==> config.mk <==
export PLATFORM = sky130hd
export DESIGN_NAME = rbv_host
export DESIGN_NICKNAME = d
export VERILOG_FILES = /design/src/rbv_pkg.sv /design/src/rbv_host.sv /design/src/rbv_cmp.sv
export VERILOG_INCLUDE_DIRS = /design/src /design/src/src
export SDC_FILE = /design/constraint.sdc
export NUM_CORES = 1
export LEC_CHECK = 0
export BUFFER_PORTS_ARGS = -buffer_cell sky130_fd_sc_hd__buf_2
export CORE_ASPECT_RATIO = 2
export CORE_MARGIN = 8
export CORE_UTILIZATION = 40
export DETAILED_ROUTE_END_ITERATION = 7
export HOLD_SLACK_MARGIN = 0.03
export SLEW_MARGIN = 20
export SYNTH_ARGS = -nofsm -noshare
export SYNTH_HDL_FRONTEND = slang
export SYNTH_SLANG_ARGS = --single-unit
export TNS_END_PERCENT = 30
==> constraint.sdc <==
create_clock -name clock -period 13.9 [get_ports clock]
set_input_delay 2.085 -clock clock [delete_from_list [all_inputs] [get_ports clock]]
set_output_delay 2.085 -clock clock [all_outputs]
set_load 0.03 [all_outputs]
==> src/rbv_defines.svh <==
`ifndef RBV_DEFINES_SVH
`define RBV_DEFINES_SVH

// readback packet words, shifted msb first
`define RBV_DUMMY_WORD 32'hFFFFFFFF
`define RBV_SYNC_WORD 32'hAA995566
`define RBV_NOOP_WORD 32'h20000000
`define RBV_CMD_HDR 32'h30008001
`define RBV_READ_CFG_CMD 32'h00000004
`define RBV_RCRC_CMD 32'h00000007
`define RBV_ADDR_HDR 32'h30002001
`define RBV_ADDR_START 32'h00000000
`define RBV_FRAME_OUT_HDR 32'h28006000
`define RBV_WCNT_HDR 32'h48024090

// packet counts and word width
`define RBV_WORD_BITS 32
`define RBV_RB_WORDS 11
`define RBV_RCRC_WORDS 7

// pad frame length in words; direct-read instruction code is arbitrary
`define RBV_FRAME_WORDS 16
`define RBV_INSYS_READ_OP 10'h0F5

// word count carried in the type-2 header (low 27 bits)
`define RBV_RD_WORDS 147600

// instruction register: bit i is the i-th bit shifted
`define RBV_IR_LEN 10
`define RBV_IR_CFG_IN 10'h347
`define RBV_IR_CFG_OUT 10'h247

// tck cycle counts of the pure tms runs
`define RBV_TLR_CLKS 5
`define RBV_RTI_CLKS 1
`define RBV_SEL_IR_CLKS 2
`define RBV_EXIT_SEL_IR_CLKS 3
`define RBV_SEL_DR_CLKS 2
`define RBV_TO_SHIFT_CLKS 2
`define RBV_FINAL_TLR_CLKS 3

// step indices of the sequencer
`define RBV_STEP_IR_IN 5'd4
`define RBV_STEP_PKT 5'd7
`define RBV_STEP_IR_OUT 5'd10
`define RBV_STEP_SHIFT_IR2 5'd15
`define RBV_STEP_LAST_STD 5'd16
`define RBV_STEP_CRC_IR 5'd17
`define RBV_STEP_LAST_DIR 5'd21
`define RBV_STEP_SEL_IR 5'd3

// system clocks per tck half period
`define RBV_TCK_HALF 4

`endif

==> src/rbv_pkg.sv <==
package rbv_pkg;

	typedef enum logic [1:0] {
		st_idle = 2'b00,
		st_low = 2'b01,
		st_high = 2'b11,
		st_end = 2'b10
	} rbv_state_t;

	typedef enum logic [1:0] {
		k_run = 2'b00,
		k_ir = 2'b01,
		k_pkt = 2'b11,
		k_rd = 2'b10
	} rbv_kind_t;

	typedef struct packed {
		rbv_kind_t kind;
		logic tms;
		logic crc;
		logic [9:0] op;
		logic [31:0] cnt;
	} rbv_step_t;

	typedef struct packed {
		logic pad;
		logic [31:0] data;
	} rbv_word_t;

endpackage

==> src/rbv_host.sv <==
`timescale 1ns/1ns
`include "rbv_defines.svh"

// Behaviour
// shift eleven readback packets msb first
// device decodes command, address, read headers
// last packet bit shifted with tms high
// tms high three, low two to shift-ir
// output instruction first nine bits lsb first
// last instruction bit with tms high
// tms high two, low two to shift-dr
// frame data shifted out, all but last
// last readback bit with tms high
// select-ir, shift-ir, then three highs to reset; the code's three highs stop in select-dr
// first frame is pad and discarded; the code outputs it with pad set, compared unless frames_only
// direct variant reads without sending packets
// clear crc status after direct readback
// mask zero compares, mask one ignores
// mask aligned to expected from first bit
// expected image holds pad, no commands
// command mask compares frame data region only
// host switches from write to read itself
// standard tap, tms on rising, tdo falling
module rbv_host #(
	parameter int unsigned RD_WORDS = `RBV_RD_WORDS,
	parameter int unsigned FRAME_WORDS = `RBV_FRAME_WORDS,
	parameter int unsigned TCK_HALF = `RBV_TCK_HALF,
	parameter logic [9:0] INSYS_READ_OP = `RBV_INSYS_READ_OP
) (
	// clock and reset
	input wire logic clock,
	input wire logic arst_n,
	// user control
	input wire logic start,
	input wire logic use_direct,
	input wire logic frames_only,
	output logic busy,
	output logic done_q,
	// expected data and mask, one word per readback word, none for pad words when frames_only
	input wire logic exp_valid,
	input wire logic [31:0] exp_data,
	input wire logic [31:0] exp_mask,
	output logic exp_ready,
	// readback words
	output logic rb_valid_q,
	output rbv_pkg::rbv_word_t rb_q,
	// verify result
	output logic [31:0] mismatch_cnt,
	output logic verify_err,
	// jtag pins
	output logic tck_q,
	output logic tms_q,
	output logic tdi_q,
	input wire logic tdo
);

	localparam logic [31:0] RD_BITS = 32'(RD_WORDS * `RBV_WORD_BITS);
	localparam logic [7:0] HALF_LAST = 8'(TCK_HALF - 1);

	rbv_pkg::rbv_state_t state_q, state_d;
	logic [4:0] step_q, step_d;
	logic [31:0] bit_q, bit_d;
	logic [31:0] word_q, word_d;
	logic [7:0] div_q, div_d;
	logic alt_q, alt_d;
	logic fo_q, fo_d;
	logic tck_d, tms_d, tdi_d;
	logic [31:0] sh_q, sh_d;
	logic [31:0] exp_q, exp_d;
	logic [31:0] mask_q, mask_d;
	logic rb_valid_d, done_d;
	rbv_pkg::rbv_word_t rb_d;
	logic tdo_m_q, tdo_s_q;
	rbv_pkg::rbv_step_t cur, nxt;
	logic [4:0] nidx;
	logic cur_pad, need_exp;
	logic [31:0] rd_word;

	function automatic rbv_pkg::rbv_step_t mk(input rbv_pkg::rbv_kind_t k, input logic tms,
			input logic crc, input logic [9:0] op, input logic [31:0] cnt);
		rbv_pkg::rbv_step_t s;
		s.kind = k;
		s.tms = tms;
		s.crc = crc;
		s.op = op;
		s.cnt = cnt;
		return s;
	endfunction

	function automatic rbv_pkg::rbv_step_t run(input logic tms, input int unsigned n);
		return mk(rbv_pkg::k_run, tms, 1'b0, 10'h000, 32'(n));
	endfunction

	function automatic rbv_pkg::rbv_step_t step_f(input logic [4:0] idx, input logic alt);
		rbv_pkg::rbv_step_t s;
		unique case (idx)
			5'd0: s = run(1'b1, `RBV_TLR_CLKS);
			5'd1: s = run(1'b0, `RBV_RTI_CLKS);
			5'd2: s = run(1'b1, `RBV_SEL_IR_CLKS);
			5'd3: s = run(1'b0, `RBV_TO_SHIFT_CLKS);
			5'd4: s = mk(rbv_pkg::k_ir, 1'b0, 1'b0, `RBV_IR_CFG_IN, 32'(`RBV_IR_LEN));
			5'd5: s = run(1'b1, `RBV_SEL_DR_CLKS);
			5'd6: s = run(1'b0, `RBV_TO_SHIFT_CLKS);
			5'd7: s = mk(rbv_pkg::k_pkt, 1'b0, 1'b0, 10'h000,
				32'(`RBV_RB_WORDS * `RBV_WORD_BITS));
			5'd8: s = run(1'b1, `RBV_EXIT_SEL_IR_CLKS);
			5'd9: s = run(1'b0, `RBV_TO_SHIFT_CLKS);
			// the switch to read control is ours to make: packets carry no marker
			5'd10: s = mk(rbv_pkg::k_ir, 1'b0, 1'b0, alt ? INSYS_READ_OP : `RBV_IR_CFG_OUT,
				32'(`RBV_IR_LEN));
			5'd11: s = run(1'b1, `RBV_SEL_DR_CLKS);
			5'd12: s = run(1'b0, `RBV_TO_SHIFT_CLKS);
			5'd13: s = mk(rbv_pkg::k_rd, 1'b0, 1'b0, 10'h000, RD_BITS);
			5'd14: s = run(1'b1, `RBV_EXIT_SEL_IR_CLKS);
			5'd15: s = run(1'b0, `RBV_TO_SHIFT_CLKS);
			5'd16: s = run(1'b1, `RBV_FINAL_TLR_CLKS);
			5'd17: s = mk(rbv_pkg::k_ir, 1'b0, 1'b0, `RBV_IR_CFG_IN, 32'(`RBV_IR_LEN));
			5'd18: s = run(1'b1, `RBV_SEL_DR_CLKS);
			5'd19: s = run(1'b0, `RBV_TO_SHIFT_CLKS);
			5'd20: s = mk(rbv_pkg::k_pkt, 1'b0, 1'b1, 10'h000,
				32'(`RBV_RCRC_WORDS * `RBV_WORD_BITS));
			5'd21: s = run(1'b1, `RBV_TLR_CLKS);
			default: s = run(1'b1, `RBV_TLR_CLKS);
		endcase
		return s;
	endfunction

	// the direct variant skips the packet load and instead clears crc afterwards
	function automatic logic [4:0] nxt_f(input logic [4:0] idx, input logic alt);
		if (alt && idx == `RBV_STEP_SEL_IR) begin
			return `RBV_STEP_IR_OUT;
		end else if (alt && idx == `RBV_STEP_SHIFT_IR2) begin
			return `RBV_STEP_CRC_IR;
		end
		return 5'(idx + 5'd1);
	endfunction

	function automatic logic last_f(input logic [4:0] idx, input logic alt);
		return alt ? (idx == `RBV_STEP_LAST_DIR) : (idx == `RBV_STEP_LAST_STD);
	endfunction

	function automatic logic [31:0] pkt_f(input logic crc, input logic [3:0] w);
		logic [31:0] v;
		v = `RBV_NOOP_WORD;
		if (crc) begin
			unique case (w)
				4'h0: v = `RBV_DUMMY_WORD;
				4'h1: v = `RBV_SYNC_WORD;
				4'h3: v = `RBV_CMD_HDR;
				4'h4: v = `RBV_RCRC_CMD;
				default: v = `RBV_NOOP_WORD;
			endcase
		end else begin
			unique case (w)
				4'h0: v = `RBV_DUMMY_WORD;
				4'h1: v = `RBV_SYNC_WORD;
				4'h3: v = `RBV_CMD_HDR;
				4'h4: v = `RBV_READ_CFG_CMD;
				4'h5: v = `RBV_ADDR_HDR;
				4'h6: v = `RBV_ADDR_START;
				4'h7: v = `RBV_FRAME_OUT_HDR;
				4'h8: v = `RBV_WCNT_HDR;
				default: v = `RBV_NOOP_WORD;
			endcase
		end
		return v;
	endfunction

	// tms and tdi for bit b of a step; shifts leave on their last bit
	function automatic logic [1:0] pin_f(input rbv_pkg::rbv_step_t s, input logic [31:0] b);
		logic tms;
		logic tdi;
		logic [31:0] w;
		tms = s.tms;
		tdi = 1'b0;
		w = pkt_f(s.crc, b[8:5]);
		unique case (s.kind)
			rbv_pkg::k_run: tms = s.tms;
			rbv_pkg::k_ir: begin
				tms = (b == s.cnt - 32'd1);
				tdi = s.op[b[3:0]];
			end
			rbv_pkg::k_pkt: begin
				tms = (b == s.cnt - 32'd1);
				tdi = w[5'd31 - b[4:0]];
			end
			rbv_pkg::k_rd: tms = (b == s.cnt - 32'd1);
		endcase
		return {tms, tdi};
	endfunction

	assign busy = (state_q != rbv_pkg::st_idle);
	assign cur = step_f(step_q, alt_q);
	assign nidx = nxt_f(step_q, alt_q);
	assign nxt = step_f(nidx, alt_q);
	assign cur_pad = (word_q < 32'(FRAME_WORDS));
	// with the command-bearing mask only frame data after the pad is compared
	assign need_exp = (cur.kind == rbv_pkg::k_rd) && (bit_q[4:0] == 5'h00)
		&& !(fo_q && cur_pad);
	assign rd_word = {sh_q[30:0], tdo_s_q};

	always_comb begin
		state_d = state_q;
		step_d = step_q;
		bit_d = bit_q;
		word_d = word_q;
		div_d = div_q;
		alt_d = alt_q;
		fo_d = fo_q;
		tck_d = tck_q;
		tms_d = tms_q;
		tdi_d = tdi_q;
		sh_d = sh_q;
		exp_d = exp_q;
		mask_d = mask_q;
		rb_d = rb_q;
		rb_valid_d = 1'b0;
		done_d = 1'b0;
		exp_ready = 1'b0;
		unique case (state_q)
			rbv_pkg::st_idle: begin
				if (start) begin
					alt_d = use_direct;
					fo_d = frames_only;
					step_d = 5'd0;
					bit_d = 32'h0;
					word_d = 32'h0;
					div_d = 8'h00;
					{tms_d, tdi_d} = pin_f(step_f(5'd0, use_direct), 32'h0);
					state_d = rbv_pkg::st_low;
				end
			end
			rbv_pkg::st_low: begin
				if (div_q != HALF_LAST) begin
					div_d = div_q + 8'h01;
				end else if (!(need_exp && !exp_valid)) begin
					// tck simply holds low while expected data is late
					exp_ready = need_exp;
					if (need_exp) begin
						exp_d = exp_data;
						mask_d = exp_mask;
					end
					tck_d = 1'b1;
					div_d = 8'h00;
					state_d = rbv_pkg::st_high;
				end
			end
			rbv_pkg::st_high: begin
				if (div_q != HALF_LAST) begin
					div_d = div_q + 8'h01;
				end else begin
					// tdo settled after the previous falling edge; change pins on this fall
					tck_d = 1'b0;
					div_d = 8'h00;
					state_d = rbv_pkg::st_low;
					if (cur.kind == rbv_pkg::k_rd) begin
						sh_d = rd_word;
						if (bit_q[4:0] == 5'h1F) begin
							rb_valid_d = 1'b1;
							rb_d.data = rd_word;
							rb_d.pad = cur_pad;
							word_d = word_q + 32'h1;
						end
					end
					if (bit_q == cur.cnt - 32'd1) begin
						if (last_f(step_q, alt_q)) begin
							state_d = rbv_pkg::st_end;
						end else begin
							step_d = nidx;
							bit_d = 32'h0;
							{tms_d, tdi_d} = pin_f(nxt, 32'h0);
						end
					end else begin
						bit_d = bit_q + 32'h1;
						{tms_d, tdi_d} = pin_f(cur, bit_q + 32'h1);
					end
				end
			end
			rbv_pkg::st_end: begin
				done_d = 1'b1;
				state_d = rbv_pkg::st_idle;
			end
		endcase
	end

	always_ff @(posedge clock or negedge arst_n) begin
		if (!arst_n) begin
			state_q <= rbv_pkg::st_idle;
			step_q <= 5'd0;
			bit_q <= 32'h0;
			word_q <= 32'h0;
			div_q <= 8'h00;
			alt_q <= 1'b0;
			fo_q <= 1'b0;
			tck_q <= 1'b0;
			tms_q <= 1'b1;
			tdi_q <= 1'b0;
			sh_q <= 32'h0;
			exp_q <= 32'h0;
			mask_q <= 32'h0;
			rb_q <= '0;
			rb_valid_q <= 1'b0;
			done_q <= 1'b0;
		end else begin
			state_q <= state_d;
			step_q <= step_d;
			bit_q <= bit_d;
			word_q <= word_d;
			div_q <= div_d;
			alt_q <= alt_d;
			fo_q <= fo_d;
			tck_q <= tck_d;
			tms_q <= tms_d;
			tdi_q <= tdi_d;
			sh_q <= sh_d;
			exp_q <= exp_d;
			mask_q <= mask_d;
			rb_q <= rb_d;
			rb_valid_q <= rb_valid_d;
			done_q <= done_d;
		end
	end

	// tdo arrives from the far end asynchronously
	always_ff @(posedge clock or negedge arst_n) begin
		if (!arst_n) begin
			tdo_m_q <= 1'b0;
			tdo_s_q <= 1'b0;
		end else begin
			tdo_m_q <= tdo;
			tdo_s_q <= tdo_m_q;
		end
	end

	rbv_cmp u_cmp (
		.clock(clock),
		.arst_n(arst_n),
		.clr(start && (state_q == rbv_pkg::st_idle)),
		.valid(rb_valid_q && !(fo_q && rb_q.pad)),
		.word(rb_q),
		.exp_word(exp_q),
		.mask_word(mask_q),
		.mismatch_cnt_q(mismatch_cnt),
		.verify_err_q(verify_err)
	);

endmodule

==> src/rbv_cmp.sv <==
`timescale 1ns/1ns
`include "rbv_defines.svh"

module rbv_cmp (
	// clock and reset
	input wire logic clock,
	input wire logic arst_n,
	// control
	input wire logic clr,
	// readback word with its expected data and mask
	input wire logic valid,
	input wire rbv_pkg::rbv_word_t word,
	input wire logic [31:0] exp_word,
	input wire logic [31:0] mask_word,
	// result
	output logic [31:0] mismatch_cnt_q,
	output logic verify_err_q
);

	logic [31:0] mismatch_cnt_d;
	logic verify_err_d;
	logic [31:0] diff;

	function automatic logic [31:0] popcnt(input logic [31:0] v);
		logic [31:0] n;
		n = 32'h0;
		for (int i = 0; i < 32; i++) begin
			n = n + {31'h0, v[i]};
		end
		return n;
	endfunction

	always_comb begin
		diff = (word.data ^ exp_word) & ~mask_word;
		mismatch_cnt_d = mismatch_cnt_q;
		verify_err_d = verify_err_q;
		if (clr) begin
			mismatch_cnt_d = 32'h0;
			verify_err_d = 1'b0;
		end else if (valid) begin
			mismatch_cnt_d = mismatch_cnt_q + popcnt(diff);
			verify_err_d = verify_err_q | (|diff);
		end
	end

	always_ff @(posedge clock or negedge arst_n) begin
		if (!arst_n) begin
			mismatch_cnt_q <= 32'h0;
			verify_err_q <= 1'b0;
		end else begin
			mismatch_cnt_q <= mismatch_cnt_d;
			verify_err_q <= verify_err_d;
		end
	end

endmodule

==> impl_metrics.tcl <==
set metrics [dict create \
    synth_ff_type "dfrtp_1" \
    cts_resized 0 \
    drive_gt1_frac 0.148 \
    max_freq_ghz 0.144 \
    cp-end-kind "register" \
    r2r_slack_ps 6980 \
    first_pass_iters 5 \
    grt_overflow_total 0 \
    hold_start "tdo_m_q" \
    power_mw 1.49 \
    drv_slew 0 \
    cpMostUsedCell "fa_1" \
    critPathKind "register to register" \
    finalCritPeriodShare 0.498 \
    cts_tree "built" \
    routed_wl_mm 47.8 \
    drv_cap 0 \
    worstMarginPinSlew_ps 1070 \
    vias 13200 \
    rsz0062_at_grt "false" \
    num-nets-final 1972 \
    synth_edf_count 0 \
    hold_viol 0 \
    netlist_area_sq_um 15400 \
    htree_levels 1 \
    slew_headroom 0.281 \
    clk_pin_slew_ps 70 \
    finish.utilization 0.457 \
    seq_area_sq_um 6230 \
    synth.yosys.warnings 0 \
    final.setup.tns_ps 0 \
    crit_buf_inv 2 \
    critPathMaxFanout 13 \
    clock_sinks 249 \
    synth.avg_cell_area_sq_um 8.80 \
    cts_setup_buffers 0 \
    synth_cell_types 98 \
    grt_pass1_wl_mm 75.4 \
    hold_end "tdo_s_q" \
    pre_cts_ws_ps 6680 \
    path_delay_family "adder cells" \
    critical_path_arrival_ps 7320 \
    cts_buffer_depth 3 \
    vias_per_cell 5.70 \
    die-width_um 155 \
    multi_input_area_sq_um 8500 \
    setup-violations-final 0 \
    yosys_register_bits 249 \
    crit_required_ps 14300 \
    path_cells "xor2_1, nor2b_1, ha_1, inv_1, fa_1, fa_1, fa_1, fa_1, fa_1, fa_1, inv_1, ha_1, fa_1, a21o_1, a21oi_1, o21bai_1, a21oi_1, o21bai_1, a21oi_2, and4b_1, xnor2_1, nor2_1" \
    grt_antenna_before_repair 1 \
    hold_depth 0 \
    rr_worst_depth 22 \
    peakVddDrop_mv 0.0536 \
    slowest_stage "a21oi_2" \
    wl_per_cell_um 20.7 \
    nFillCells 3728 \
    die_y_um 293 \
    setup_ws_ps 6980 \
    startpoint_type "register" \
    hold_path.class "register to register" \
    first_iter_violations 887 \
    cts_root_buf "clkbuf_16" \
    area_growth_syn_to_layout_pct 12.4 \
    antenna_left 0 \
    port_buffers 143 \
    cts_hold_buf 0 \
    fin_crit_ps 6920 \
    powerDensity_nw_per_um2 86.3 \
    r2r-end "u_cmp.mismatch_cnt_q[12]" \
    synth_cells 1748 \
    clk_latency_ps 540 \
    max_stage_delay_ps 570 \
    fin_worst_skew_ps 22.4 \
    fp-row-count 101 \
    synth_fp_nets 1890 \
    synthArstFlopShare 1.00 \
    core_area_sq_um 37900 \
    cts_made_buffers 25 \
    seq_area_frac_synth 0.405 \
    grt_start_max_net_pins 153 \
    drc 0 \
    dp_hpwl_mm 36.3 \
    start_util 0.406 \
    dieArea_sq_um 45400 \
    worst_r2r_startpoint "exp_q[0]" \
    status "finished clean" \
    finalWeightedCongestion 0.935 \
    io_pins 144 \
    p_leak_nw 8.15 \
    grt_pass1_vias 13500 \
    grt.total_usage 0.210 \
    diodes 0 \
]
cells in the mapped netlist, drive strengths merged, types with 14 or more instances:
cell | n | area [sq um]
nand4 | 27 | 190
nor2 | 114 | 430
mux2 | 40 | 450
nand3 | 67 | 335
nor4 | 25 | 178
or3 | 19 | 119
nand2 | 389 | 1460
inv | 76 | 285
xor2 | 48 | 420
and2 | 14 | 87.6
dfrtp | 248 | 6210
fa | 25 | 500
nor3 | 38 | 201
clkbuf | 69 | 260
ha | 46 | 576
nand2b | 26 | 163
xnor2 | 67 | 587
a31oi | 45 | 282
o21ai | 59 | 295
a21oi | 47 | 250
buf | 31 | 151
and3 | 29 | 181
routing by layer:
layer / GRT usage / routed length, um
met5: 0 / 0
met4: 0.130 / 3110
met3: 0.0227 / 1890
met2: 0.406 / 26100
met1: 0.208 / 16800
how the worst max path moves through the flow:
stage	startpoint	end	depth (start not counted)
after global placement	exp_q[0]	u_cmp.mismatch_cnt_q[12]	22
after detailed placement	exp_q[0]	u_cmp.mismatch_cnt_q[12]	22
after CTS	exp_q[0]	u_cmp.mismatch_cnt_q[12]	22
after global routing	step_q[2]	state_q[0]	19
final	exp_q[0]	u_cmp.mismatch_cnt_q[12]	22
after floorplan	rb_q[0]	u_cmp.mismatch_cnt_q[24]	23
report_power, final:
part	total [mW]	internal, mW	leakage [nW]	switching [mW]
clock network	0.742	0.435	0.430	0.307
logic	0.0269	0.00804	4.48	0.0189
registers	0.725	0.725	3.23	0.000165
stage by stage:
step / hold WS (ps) / cell area, sq um / std cells
global placement: 344 / 16400 / 2266
detailed placement: 350 / 16400 / 2266
CTS: 370 / 17300 / 2310
finish: 358 / 17300 / 2310
global route: 370 / 17300 / 2310
floorplan: 331 / 15400 / 1748
sequential cells by signal, indices dropped and copies added, names as in the netlist:
signal,cells
rb_q,33
step_q,5
word_q,32
tck_q,1
rb_valid_q,1
mask_q,32
fo_q,1
alt_q,1
state_q,2
done_q,1
tdi_q,1
tdo_m_q,1
u_cmp.verify_err_q,1
bit_q,32
tms_q,1
sh_q,31
tdo_s_q,1
exp_q,32
div_q,8
u_cmp.mismatch_cnt_q,32
cells in the final DEF (no fill, tap or decap), types with 36 or more instances in the layout:
cell,netlist,layout
ha_1,46,46
mux2_2,40,40
o21ai_0,55,55
dfrtp_1,248,248
nand2_1,389,389
buf_2,13,142
xor2_1,48,48
nor3_1,37,36
inv_1,75,75
nor2_1,113,112
xnor2_1,67,67
a31oi_1,45,45
nand3_1,67,66
a21oi_1,45,43
layout make-up:
type,count,share of cell area
sequential,249,0.360
tap,463,0.0335
clock inverter,17,0.0134
clock buffer,27,0.0377
inverter,76,0.0165
multi-input combinational,1323,0.491
timing repair buffer,155,0.0479
cells by family after synthesis:
kind of cell	Yosys count	share of synthesized area
adder cells (fa/ha/maj)	71	0.0699
flip-flops	249	0.405
buffers and inverters	176	0.0453
XOR/XNOR	115	0.0654
AND/OR/NAND/NOR	821	0.258
multiplexers	47	0.0338
AO/OA/AOI/OAI	269	0.123
Note: power is estimated with default switching activity, not from simulation.
